`config.mk`:
```
export PLATFORM = sky130hd
export DESIGN_NAME = bdd_branch_display_decode
export DESIGN_NICKNAME = d
export VERILOG_FILES = /design/src/bdd_pkg.sv /design/src/bdd_branch_display_decode.sv /design/src/bdd_opmap.sv
export SDC_FILE = /design/constraint.sdc
export NUM_CORES = 1
export LEC_CHECK = 0
export BUFFER_PORTS_ARGS = -buffer_cell sky130_fd_sc_hd__buf_2
export CAP_MARGIN = 20
export CELL_PAD_IN_SITES_DETAIL_PLACEMENT = 0
export CELL_PAD_IN_SITES_GLOBAL_PLACEMENT = 1
export CORE_MARGIN = 1
export CORE_UTILIZATION = 35
export CTS_CLUSTER_DIAMETER = 200
export CTS_CLUSTER_SIZE = 16
export DETAILED_ROUTE_END_ITERATION = 16
export PLACE_DENSITY_LB_ADDON = 0.1
export SETUP_SLACK_MARGIN = 0.2
export SKIP_CTS_REPAIR_TIMING = 1
export SLEW_MARGIN = 40
export SYNTH_ARGS = -nofsm -noshare
export SYNTH_HDL_FRONTEND = slang
export SYNTH_SLANG_ARGS = --single-unit
```
`constraint.sdc`:
```
create_clock -name ref_clk -period 2.3 [get_ports ref_clk]
set_input_delay 0.23 -clock ref_clk [delete_from_list [all_inputs] [get_ports ref_clk]]
set_output_delay 0.23 -clock ref_clk [all_outputs]
set_load 0.02 [all_outputs]
```
`src/bdd_pkg.sv`:
```
// Package for the branch and display instruction decoder: opcode map, field layout, reset values
package bdd_pkg;
   localparam int PC_W = 11;
   localparam int ACC_W = 4;
   localparam int WORD_W = 16;
   localparam int OP_HI = 15;
   localparam int OP_LO = 11;
   localparam logic [PC_W-1:0] PC_RESET = 11'h000;
   localparam logic DISP_RESET = 1'b0;
   // Five-bit major opcodes in word bits 15:11; target sits in bits 10:0
   localparam logic [4:0] OP_JUMP_IF_ACC_BIT2 = 5'h14;
   localparam logic [4:0] OP_JUMP_IF_ACC_BIT3 = 5'h16;
   localparam logic [4:0] OP_JUMP_IF_CARRY_SET = 5'h1d;
   localparam logic [4:0] OP_JUMP_IF_CARRY_CLEAR = 5'h1a;
   localparam logic [4:0] OP_JUMP_IF_NONZERO = 5'h18;
   localparam logic [4:0] OP_JUMP_IF_ZERO = 5'h1c;
   localparam logic [4:0] OP_ABSOLUTE_BRANCH = 5'h0e;
   // Full 16-bit display control words
   localparam logic [WORD_W-1:0] OP_DISPLAY_DRIVE_ON = 16'h0400;
   localparam logic [WORD_W-1:0] OP_DISPLAY_DRIVE_OFF = 16'h0500;

   typedef enum logic [3:0] {
      BDD_OP_NONE, BDD_OP_BIT2, BDD_OP_BIT3, BDD_OP_CSET, BDD_OP_CCLR,
      BDD_OP_NZ, BDD_OP_Z, BDD_OP_ABS, BDD_OP_DON, BDD_OP_DOFF
   } bdd_op_e;

   // Core state that the conditions test
   typedef struct packed {
      logic [ACC_W-1:0] work_accumulator;
      logic carry_flag;
   } bdd_cond_s;

   // Result of one decoded word
   typedef struct packed {
      bdd_op_e op;
      logic [PC_W-1:0] target;
   } bdd_dec_s;
endpackage : bdd_pkg
```
`src/bdd_branch_display_decode.sv`:
```
// Branch and display on/off decode and execute stage of the 4-bit core
//
// Notes on behaviour
// - Bit-2 jump branches when accumulator bit 2 is one, else falls through.
// - Bit-3 jump branches when accumulator bit 3 is one, else falls through.
// - Carry-set jump branches when carry is one, falls through when zero.
// - Nonzero jump branches when accumulator is not zero.
// - Zero jump branches when accumulator is zero.
// - Absolute branch always loads the target, testing nothing.
// - False condition only increments the counter; accumulator and flags untouched.
// - Taken jump replaces counter bits 10..0 with word bits 10..0.
// - Display-off word disables the display drive, blanking it.
`timescale 1ns/10ps
`default_nettype none
module bdd_branch_display_decode (
   // Clock and reset
   input wire logic ref_clk,
   input wire logic rst,
   // Fetch path: one word per machine cycle when valid
   input wire logic [bdd_pkg::WORD_W-1:0] instr_word,
   input wire logic instr_valid,
   // Core state tested by conditions
   input wire bdd_pkg::bdd_cond_s cond,
   // Program counter and status
   output logic [bdd_pkg::PC_W-1:0] prog_counter,
   output logic branch_taken,
   output logic instr_done,
   output logic handled,
   // Display drive enable
   output logic display_drive_en
);
   bdd_pkg::bdd_dec_s dec;
   logic take;
   logic [bdd_pkg::PC_W-1:0] next_prog_counter;
   logic next_branch_taken;
   logic next_instr_done;
   logic next_handled;
   logic next_display_drive_en;

   // Opcode map for the fetched word
   bdd_opmap i_bdd_opmap (
      .word(instr_word),
      .dec(dec)
   );

   // Branch condition; display and foreign words never jump
   always_comb begin
      unique case (dec.op)
         bdd_pkg::BDD_OP_BIT2: take = cond.work_accumulator[2];
         bdd_pkg::BDD_OP_BIT3: take = cond.work_accumulator[3];
         bdd_pkg::BDD_OP_CSET: take = cond.carry_flag;
         bdd_pkg::BDD_OP_CCLR: take = ~cond.carry_flag;
         bdd_pkg::BDD_OP_NZ: take = |cond.work_accumulator;
         bdd_pkg::BDD_OP_Z: take = ~|cond.work_accumulator;
         bdd_pkg::BDD_OP_ABS: take = 1'b1;
         default: take = 1'b0;
      endcase
   end

   // Next counter, pulses and display drive for the presented word
   always_comb begin
      next_prog_counter = prog_counter;
      next_branch_taken = 1'b0;
      next_instr_done = 1'b0;
      next_handled = 1'b0;
      next_display_drive_en = display_drive_en;
      if (instr_valid) begin
         // Each word retires in the cycle after it is presented
         next_instr_done = 1'b1;
         next_handled = (dec.op != bdd_pkg::BDD_OP_NONE);
         if (take) begin
            next_prog_counter = dec.target;
            next_branch_taken = 1'b1;
         end else begin
            next_prog_counter = prog_counter + {{(bdd_pkg::PC_W-1){1'b0}}, 1'b1};
         end
         if (dec.op == bdd_pkg::BDD_OP_DON) begin
            next_display_drive_en = 1'b1;
         end else if (dec.op == bdd_pkg::BDD_OP_DOFF) begin
            next_display_drive_en = 1'b0;
         end
      end
   end

   // Registered outputs; a held reset parks the counter and blanks the display
   always_ff @(posedge ref_clk) begin
      if (rst) begin
         prog_counter <= bdd_pkg::PC_RESET;
         branch_taken <= 1'b0;
         instr_done <= 1'b0;
         handled <= 1'b0;
         display_drive_en <= bdd_pkg::DISP_RESET;
      end else begin
         prog_counter <= next_prog_counter;
         branch_taken <= next_branch_taken;
         instr_done <= next_instr_done;
         handled <= next_handled;
         display_drive_en <= next_display_drive_en;
      end
   end

   // Condition decisions, judged one cycle after the word is taken
   AST_BIT2: assert property (@(posedge ref_clk) disable iff (rst)
      instr_valid && dec.op == bdd_pkg::BDD_OP_BIT2 |=> branch_taken == $past(cond.work_accumulator[2]))
      else $error("bit-2 jump decision wrong");

   AST_BIT3: assert property (@(posedge ref_clk) disable iff (rst)
      instr_valid && dec.op == bdd_pkg::BDD_OP_BIT3 |=> branch_taken == $past(cond.work_accumulator[3]))
      else $error("bit-3 jump decision wrong");

   AST_CSET: assert property (@(posedge ref_clk) disable iff (rst)
      instr_valid && dec.op == bdd_pkg::BDD_OP_CSET |=> branch_taken == $past(cond.carry_flag))
      else $error("carry-set jump decision wrong");

   AST_CCLR: assert property (@(posedge ref_clk) disable iff (rst)
      instr_valid && dec.op == bdd_pkg::BDD_OP_CCLR |=> branch_taken != $past(cond.carry_flag))
      else $error("carry-clear jump decision wrong");

   AST_NZ: assert property (@(posedge ref_clk) disable iff (rst)
      instr_valid && dec.op == bdd_pkg::BDD_OP_NZ |=> branch_taken == ($past(cond.work_accumulator) != 4'h0))
      else $error("nonzero jump decision wrong");

   AST_Z: assert property (@(posedge ref_clk) disable iff (rst)
      instr_valid && dec.op == bdd_pkg::BDD_OP_Z |=> branch_taken == ($past(cond.work_accumulator) == 4'h0))
      else $error("zero jump decision wrong");

   AST_ABS: assert property (@(posedge ref_clk) disable iff (rst)
      instr_valid && instr_word[bdd_pkg::OP_HI:bdd_pkg::OP_LO] == bdd_pkg::OP_ABSOLUTE_BRANCH
      |=> branch_taken && prog_counter == $past(instr_word[bdd_pkg::PC_W-1:0]))
      else $error("absolute branch not taken");

   // Counter update on fall-through and on a taken jump
   AST_FALL: assert property (@(posedge ref_clk) disable iff (rst)
      instr_valid && !take |=> !branch_taken && prog_counter == 11'($past(prog_counter) + 11'h001))
      else $error("fall-through did not increment");

   AST_TARGET: assert property (@(posedge ref_clk) disable iff (rst)
      branch_taken |-> prog_counter == $past(instr_word[10:0]))
      else $error("taken jump target wrong");

   AST_TAKEN: assert property (@(posedge ref_clk) disable iff (rst)
      instr_valid && take |=> branch_taken && prog_counter == $past(dec.target))
      else $error("taken jump not loaded");

   // Display drive moves only on its own two words
   AST_DON: assert property (@(posedge ref_clk) disable iff (rst)
      instr_valid && instr_word == 16'h0400 |=> display_drive_en)
      else $error("display not enabled");

   AST_DOFF: assert property (@(posedge ref_clk) disable iff (rst)
      instr_valid && instr_word == 16'h0500 |=> !display_drive_en)
      else $error("display not blanked");

   AST_DISP_HOLD: assert property (@(posedge ref_clk) disable iff (rst)
      !(instr_valid && (dec.op == bdd_pkg::BDD_OP_DON || dec.op == bdd_pkg::BDD_OP_DOFF))
      |=> display_drive_en == $past(display_drive_en))
      else $error("display drive moved without its word");

   AST_DISP_NOJUMP: assert property (@(posedge ref_clk) disable iff (rst)
      instr_valid && (dec.op == bdd_pkg::BDD_OP_DON || dec.op == bdd_pkg::BDD_OP_DOFF) |-> !take)
      else $error("display word would branch");

   // Retirement pulses
   AST_ONECYC: assert property (@(posedge ref_clk) disable iff (rst)
      instr_valid |=> instr_done)
      else $error("instruction not done in one cycle");

   AST_IDLE: assert property (@(posedge ref_clk) disable iff (rst)
      !instr_valid |=> !instr_done && !branch_taken && !handled && prog_counter == $past(prog_counter))
      else $error("state moved without a word");

   AST_PULSE: assert property (@(posedge ref_clk) disable iff (rst)
      branch_taken || handled |-> instr_done)
      else $error("status pulse without retirement");

   // Opcode map keeps every word distinct
   AST_DISTINCT: assert property (@(posedge ref_clk) disable iff (rst)
      instr_valid && (instr_word == 16'h0400 || instr_word == 16'h0500) |=> !branch_taken && handled)
      else $error("display word aliased a jump");

   AST_NONE: assert property (@(posedge ref_clk) disable iff (rst)
      instr_valid && dec.op == bdd_pkg::BDD_OP_NONE |=> instr_done && !handled && !branch_taken)
      else $error("foreign word flagged as handled");

   AST_KNOWN: assert property (@(posedge ref_clk) disable iff (rst)
      instr_valid && dec.op != bdd_pkg::BDD_OP_NONE |=> handled)
      else $error("block word not flagged as handled");

   AST_MAP_BIT2: assert property (@(posedge ref_clk) disable iff (rst)
      instr_word[bdd_pkg::OP_HI:bdd_pkg::OP_LO] == bdd_pkg::OP_JUMP_IF_ACC_BIT2
      |-> dec.op == bdd_pkg::BDD_OP_BIT2)
      else $error("bit-2 jump code misdecoded");

   AST_MAP_BIT3: assert property (@(posedge ref_clk) disable iff (rst)
      instr_word[bdd_pkg::OP_HI:bdd_pkg::OP_LO] == bdd_pkg::OP_JUMP_IF_ACC_BIT3
      |-> dec.op == bdd_pkg::BDD_OP_BIT3)
      else $error("bit-3 jump code misdecoded");

   AST_MAP_CSET: assert property (@(posedge ref_clk) disable iff (rst)
      instr_word[bdd_pkg::OP_HI:bdd_pkg::OP_LO] == bdd_pkg::OP_JUMP_IF_CARRY_SET
      |-> dec.op == bdd_pkg::BDD_OP_CSET)
      else $error("carry-set jump code misdecoded");

   AST_MAP_CCLR: assert property (@(posedge ref_clk) disable iff (rst)
      instr_word[bdd_pkg::OP_HI:bdd_pkg::OP_LO] == bdd_pkg::OP_JUMP_IF_CARRY_CLEAR
      |-> dec.op == bdd_pkg::BDD_OP_CCLR)
      else $error("carry-clear jump code misdecoded");

   AST_MAP_NZ: assert property (@(posedge ref_clk) disable iff (rst)
      instr_word[bdd_pkg::OP_HI:bdd_pkg::OP_LO] == bdd_pkg::OP_JUMP_IF_NONZERO
      |-> dec.op == bdd_pkg::BDD_OP_NZ)
      else $error("nonzero jump code misdecoded");

   AST_MAP_Z: assert property (@(posedge ref_clk) disable iff (rst)
      instr_word[bdd_pkg::OP_HI:bdd_pkg::OP_LO] == bdd_pkg::OP_JUMP_IF_ZERO
      |-> dec.op == bdd_pkg::BDD_OP_Z)
      else $error("zero jump code misdecoded");

   AST_MAP_ABS: assert property (@(posedge ref_clk) disable iff (rst)
      instr_word[bdd_pkg::OP_HI:bdd_pkg::OP_LO] == bdd_pkg::OP_ABSOLUTE_BRANCH
      |-> dec.op == bdd_pkg::BDD_OP_ABS)
      else $error("absolute branch code misdecoded");
endmodule // bdd_branch_display_decode
`default_nettype wire

```
`src/bdd_opmap.sv`:
```
// Combinational opcode map for the branch and display instructions
`timescale 1ns/10ps
`default_nettype none
module bdd_opmap (
   // Fetched word
   input wire logic [bdd_pkg::WORD_W-1:0] word,
   // Decoded operation
   output var bdd_pkg::bdd_dec_s dec
);
   logic [4:0] major;

   assign major = word[bdd_pkg::OP_HI:bdd_pkg::OP_LO];

   always_comb begin
      dec.target = word[bdd_pkg::PC_W-1:0];
      dec.op = bdd_pkg::BDD_OP_NONE;
      // Display words are matched whole so they never alias a jump
      if (word == bdd_pkg::OP_DISPLAY_DRIVE_ON) begin
         dec.op = bdd_pkg::BDD_OP_DON;
      end else if (word == bdd_pkg::OP_DISPLAY_DRIVE_OFF) begin
         dec.op = bdd_pkg::BDD_OP_DOFF;
      end else begin
         unique case (major)
            bdd_pkg::OP_JUMP_IF_ACC_BIT2: dec.op = bdd_pkg::BDD_OP_BIT2;
            bdd_pkg::OP_JUMP_IF_ACC_BIT3: dec.op = bdd_pkg::BDD_OP_BIT3;
            bdd_pkg::OP_JUMP_IF_CARRY_SET: dec.op = bdd_pkg::BDD_OP_CSET;
            bdd_pkg::OP_JUMP_IF_CARRY_CLEAR: dec.op = bdd_pkg::BDD_OP_CCLR;
            bdd_pkg::OP_JUMP_IF_NONZERO: dec.op = bdd_pkg::BDD_OP_NZ;
            bdd_pkg::OP_JUMP_IF_ZERO: dec.op = bdd_pkg::BDD_OP_Z;
            bdd_pkg::OP_ABSOLUTE_BRANCH: dec.op = bdd_pkg::BDD_OP_ABS;
            default: dec.op = bdd_pkg::BDD_OP_NONE;
         endcase
      end
   end
endmodule // bdd_opmap
`default_nettype wire

```
==> qor.txt <==
largest area contributor in the netlist: dfxtp_1
XOR/XNOR share of the synthesized area: 2.10%
largest net degree at the start of global routing: 32
Global Route met1 Usage: 24.6%
H-tree levels: 1
Syn Nets: 178
register area: 300 sq um
met2 usage: 31.5%
Reg clk slew, reported paths: 0.10 ns
ANT cells: 0
Vias/cell: 5.50
final wirelength: 3280 um
Worst setup SP type: flop
net switching power: 0.234 mW
Layout Skew: 0.00489 ns
TritonCTS buffer count: 3
max-slew violation count: 0
sequential fraction of the synthesis area: 24.0%
CTS tree: done
slew margin rel.: 68.6%
Int Power: 0.434 mW
layout cells sized above 1: 33.7%
Netlist cell types: 50
Via Count: 1298
total power: 0.668 mW
core area: 3390 sq um
Area Growth Syn to Fin: 21.2%
grt total ovfl: 0
Final setup viols: 0
hold crit path type: in -> reg
leading post-synthesis cells by cell area: dfxtp_1, a22oi_1, or4_1, a211o_1, a311oi_2
Synth Area in Compound Gates: 27.5%
critical setup path kind: reg -> reg
max_cap viols: 0
Comb pwr share: 31.5%
min Tclk post-route: 1.96 ns
gr busiest metal: met2
unrepaired setup endpoints after global routing: no
simple-gate share of the synthesized area: 35.6%
hold_ws: 0.233 ns
clock power share: 23.7%
global-route wire length before repair: 5290 um
initial DRC count: 64
multi-input logic area: 857 sq um
gr usage total: 18.6%
Post-synth ARST share: 0%
Routed Antenna Nets: 0
die width: 61.8 um
Fmax achieved: 510 MHz
row count: 21
Adder-Cell Fraction of Synth Area: 1.00%
root buffer cell: clkbuf_4
most common cell in the synthesized netlist: dfxtp_1
worst r2r path cells: 6
Die ar.: 3820 sq um
Setup crit end kind: flop
First-pass DRT Iterations: 4
Main synth FF type: dfxtp_1
top post-synthesis cells by count: dfxtp_1, nor2_1, nand2_1, nand3_1
DRC violations left: 0
EDFF count, synth: 0
PD cells: 440 nW/um^2
Gate Count Post-Synth: 153
fill count: 368
CP required: 2.54 ns
Avg Cell Area, Syn: 8.18 sq um
final hold violation count: 0
WL/cell: 13.9 um
met3 usage: 2.69%
number of global-route vias before repair: 1200
clock buffer depth: 2
I/O pin count: 39
Die H: 61.8 um
post-synth design cell area: 1250 sq um
share of power burned in registers: 44.9%
critical path arrival: 2.20 ns
initial antenna violation count: 0
Yosys warning count: 0
worst vdd ir: 0.000189 V
Net Sw Frac: 35.0%
port bufs: 38
Starting Density: 36.9%
outcome: completed
Least-Margin Pin Slew: 0.471 ns
Leak Pwr: 0.684 nW
FF-to-FF setup slack: 0.34 ns
worst hold stages: 3
Max FO, Critical Path: 6
TNS Setup: 0 ns
worst skew pair latency: 0.29 ns
Sink Count: 15
Nets: 216
Post-DP HPWL: 2480 um
area fraction of the dominant cell type after synthesis: 24.0%
mux share of post-synthesis cell area: 1.90%
main combinational cell family by area after synthesis: simple AND/OR/NAND/NOR gates
Final Cycle Share: 85.3%
GPL Wtd Cong: 0.763
post-synthesis register bit count: 15
[power groups by stage]
stage	combinational, mW	clock (mW)	sequential [mW]
after floorplan	0.116	0	0.325
after global placement	0.209	0	0.305
after detailed placement	0.212	0	0.306
after CTS	0.212	0.163	0.300
after global routing	0.232	0.176	0.303
final	0.210	0.158	0.300
[final timing paths]
| kind | start | endpoint |
|---|---|---|
| worst min register to register | display_drive_en | display_drive_en |
| worst max register to register | prog_counter[0] | prog_counter[6] |
| worst min-delay path | instr_word[0] | prog_counter[0] |
| worst max-delay path | prog_counter[0] | prog_counter[6] |
[per-stage QoR]
stage,worst slack [ns],area (sq um),util (%),instances
3_5_place_dp,0.239,1480,43.8,232
3_3_place_gp,0.275,1480,43.8,232
5_1_grt,0.225,1520,44.7,236
6_report,0.339,1520,44.7,236
4_1_cts,0.309,1510,44.6,236
2_1_floorplan,0.443,1250,-,153
[sequential cells by signal (all words and copies together) (netlist names)]
name / cells
branch_taken: 1
display_drive_en: 1
handled: 1
instr_done: 1
prog_counter: 11
[per-layer routing]
metal / share of wire, % / wire [um]
met1: 49 / 1610
met2: 46 / 1510
met4: 0.58 / 19
met5: 0 / 0
met3: 4.3 / 142
[cell families after synthesis]
logic type	after synthesis
AND/OR/NAND/NOR	74
AO/OA/AOI/OAI	40
multiplexers	2
flip-flops	15
buffers and inverters	18
adder cells (fa/ha/maj)	1
XOR/XNOR	3
[cell type report]
| cell class | count | area share (%) |
|---|---|---|
| Inverter | 7 | 1.73 |
| Clock buffer | 3 | 1.49 |
| Multi-Input combinational cell | 120 | 56.5 |
| Sequential cell | 15 | 19.8 |
| Tap cell | 46 | 3.80 |
| Timing Repair Buffer | 44 | 16.3 |
| Clock inverter | 1 | 0.330 |
[worst max-delay path, cell delays in order (launching register included)]
cell and delay (ns):
dfxtp_1 0.43, ha_1 0.26, nand4_1 0.21, or2_2 0.34, or4_1 0.40, a22oi_1 0.17
a211o_1 0.11
[layout by cell type (no fill, tap or decap), types with 3 or more instances in the layout]
master    count
or4_1         7
inv_1         7
nor3_1        4
buf_4         5
a211o_1       6
nor2_1       11
nor4_1        3
a311oi_2      3
nand2_1      10
nand3b_1      5
buf_2        38
nand3_1       8
a22oi_1       7
dfxtp_1      15
nor3b_1       5
a41oi_1       3
clkbuf_4      3
and3_1        3
a21oi_1       4
nor2b_1       4
No activity file was read; power rests on OpenSTA's default activity.
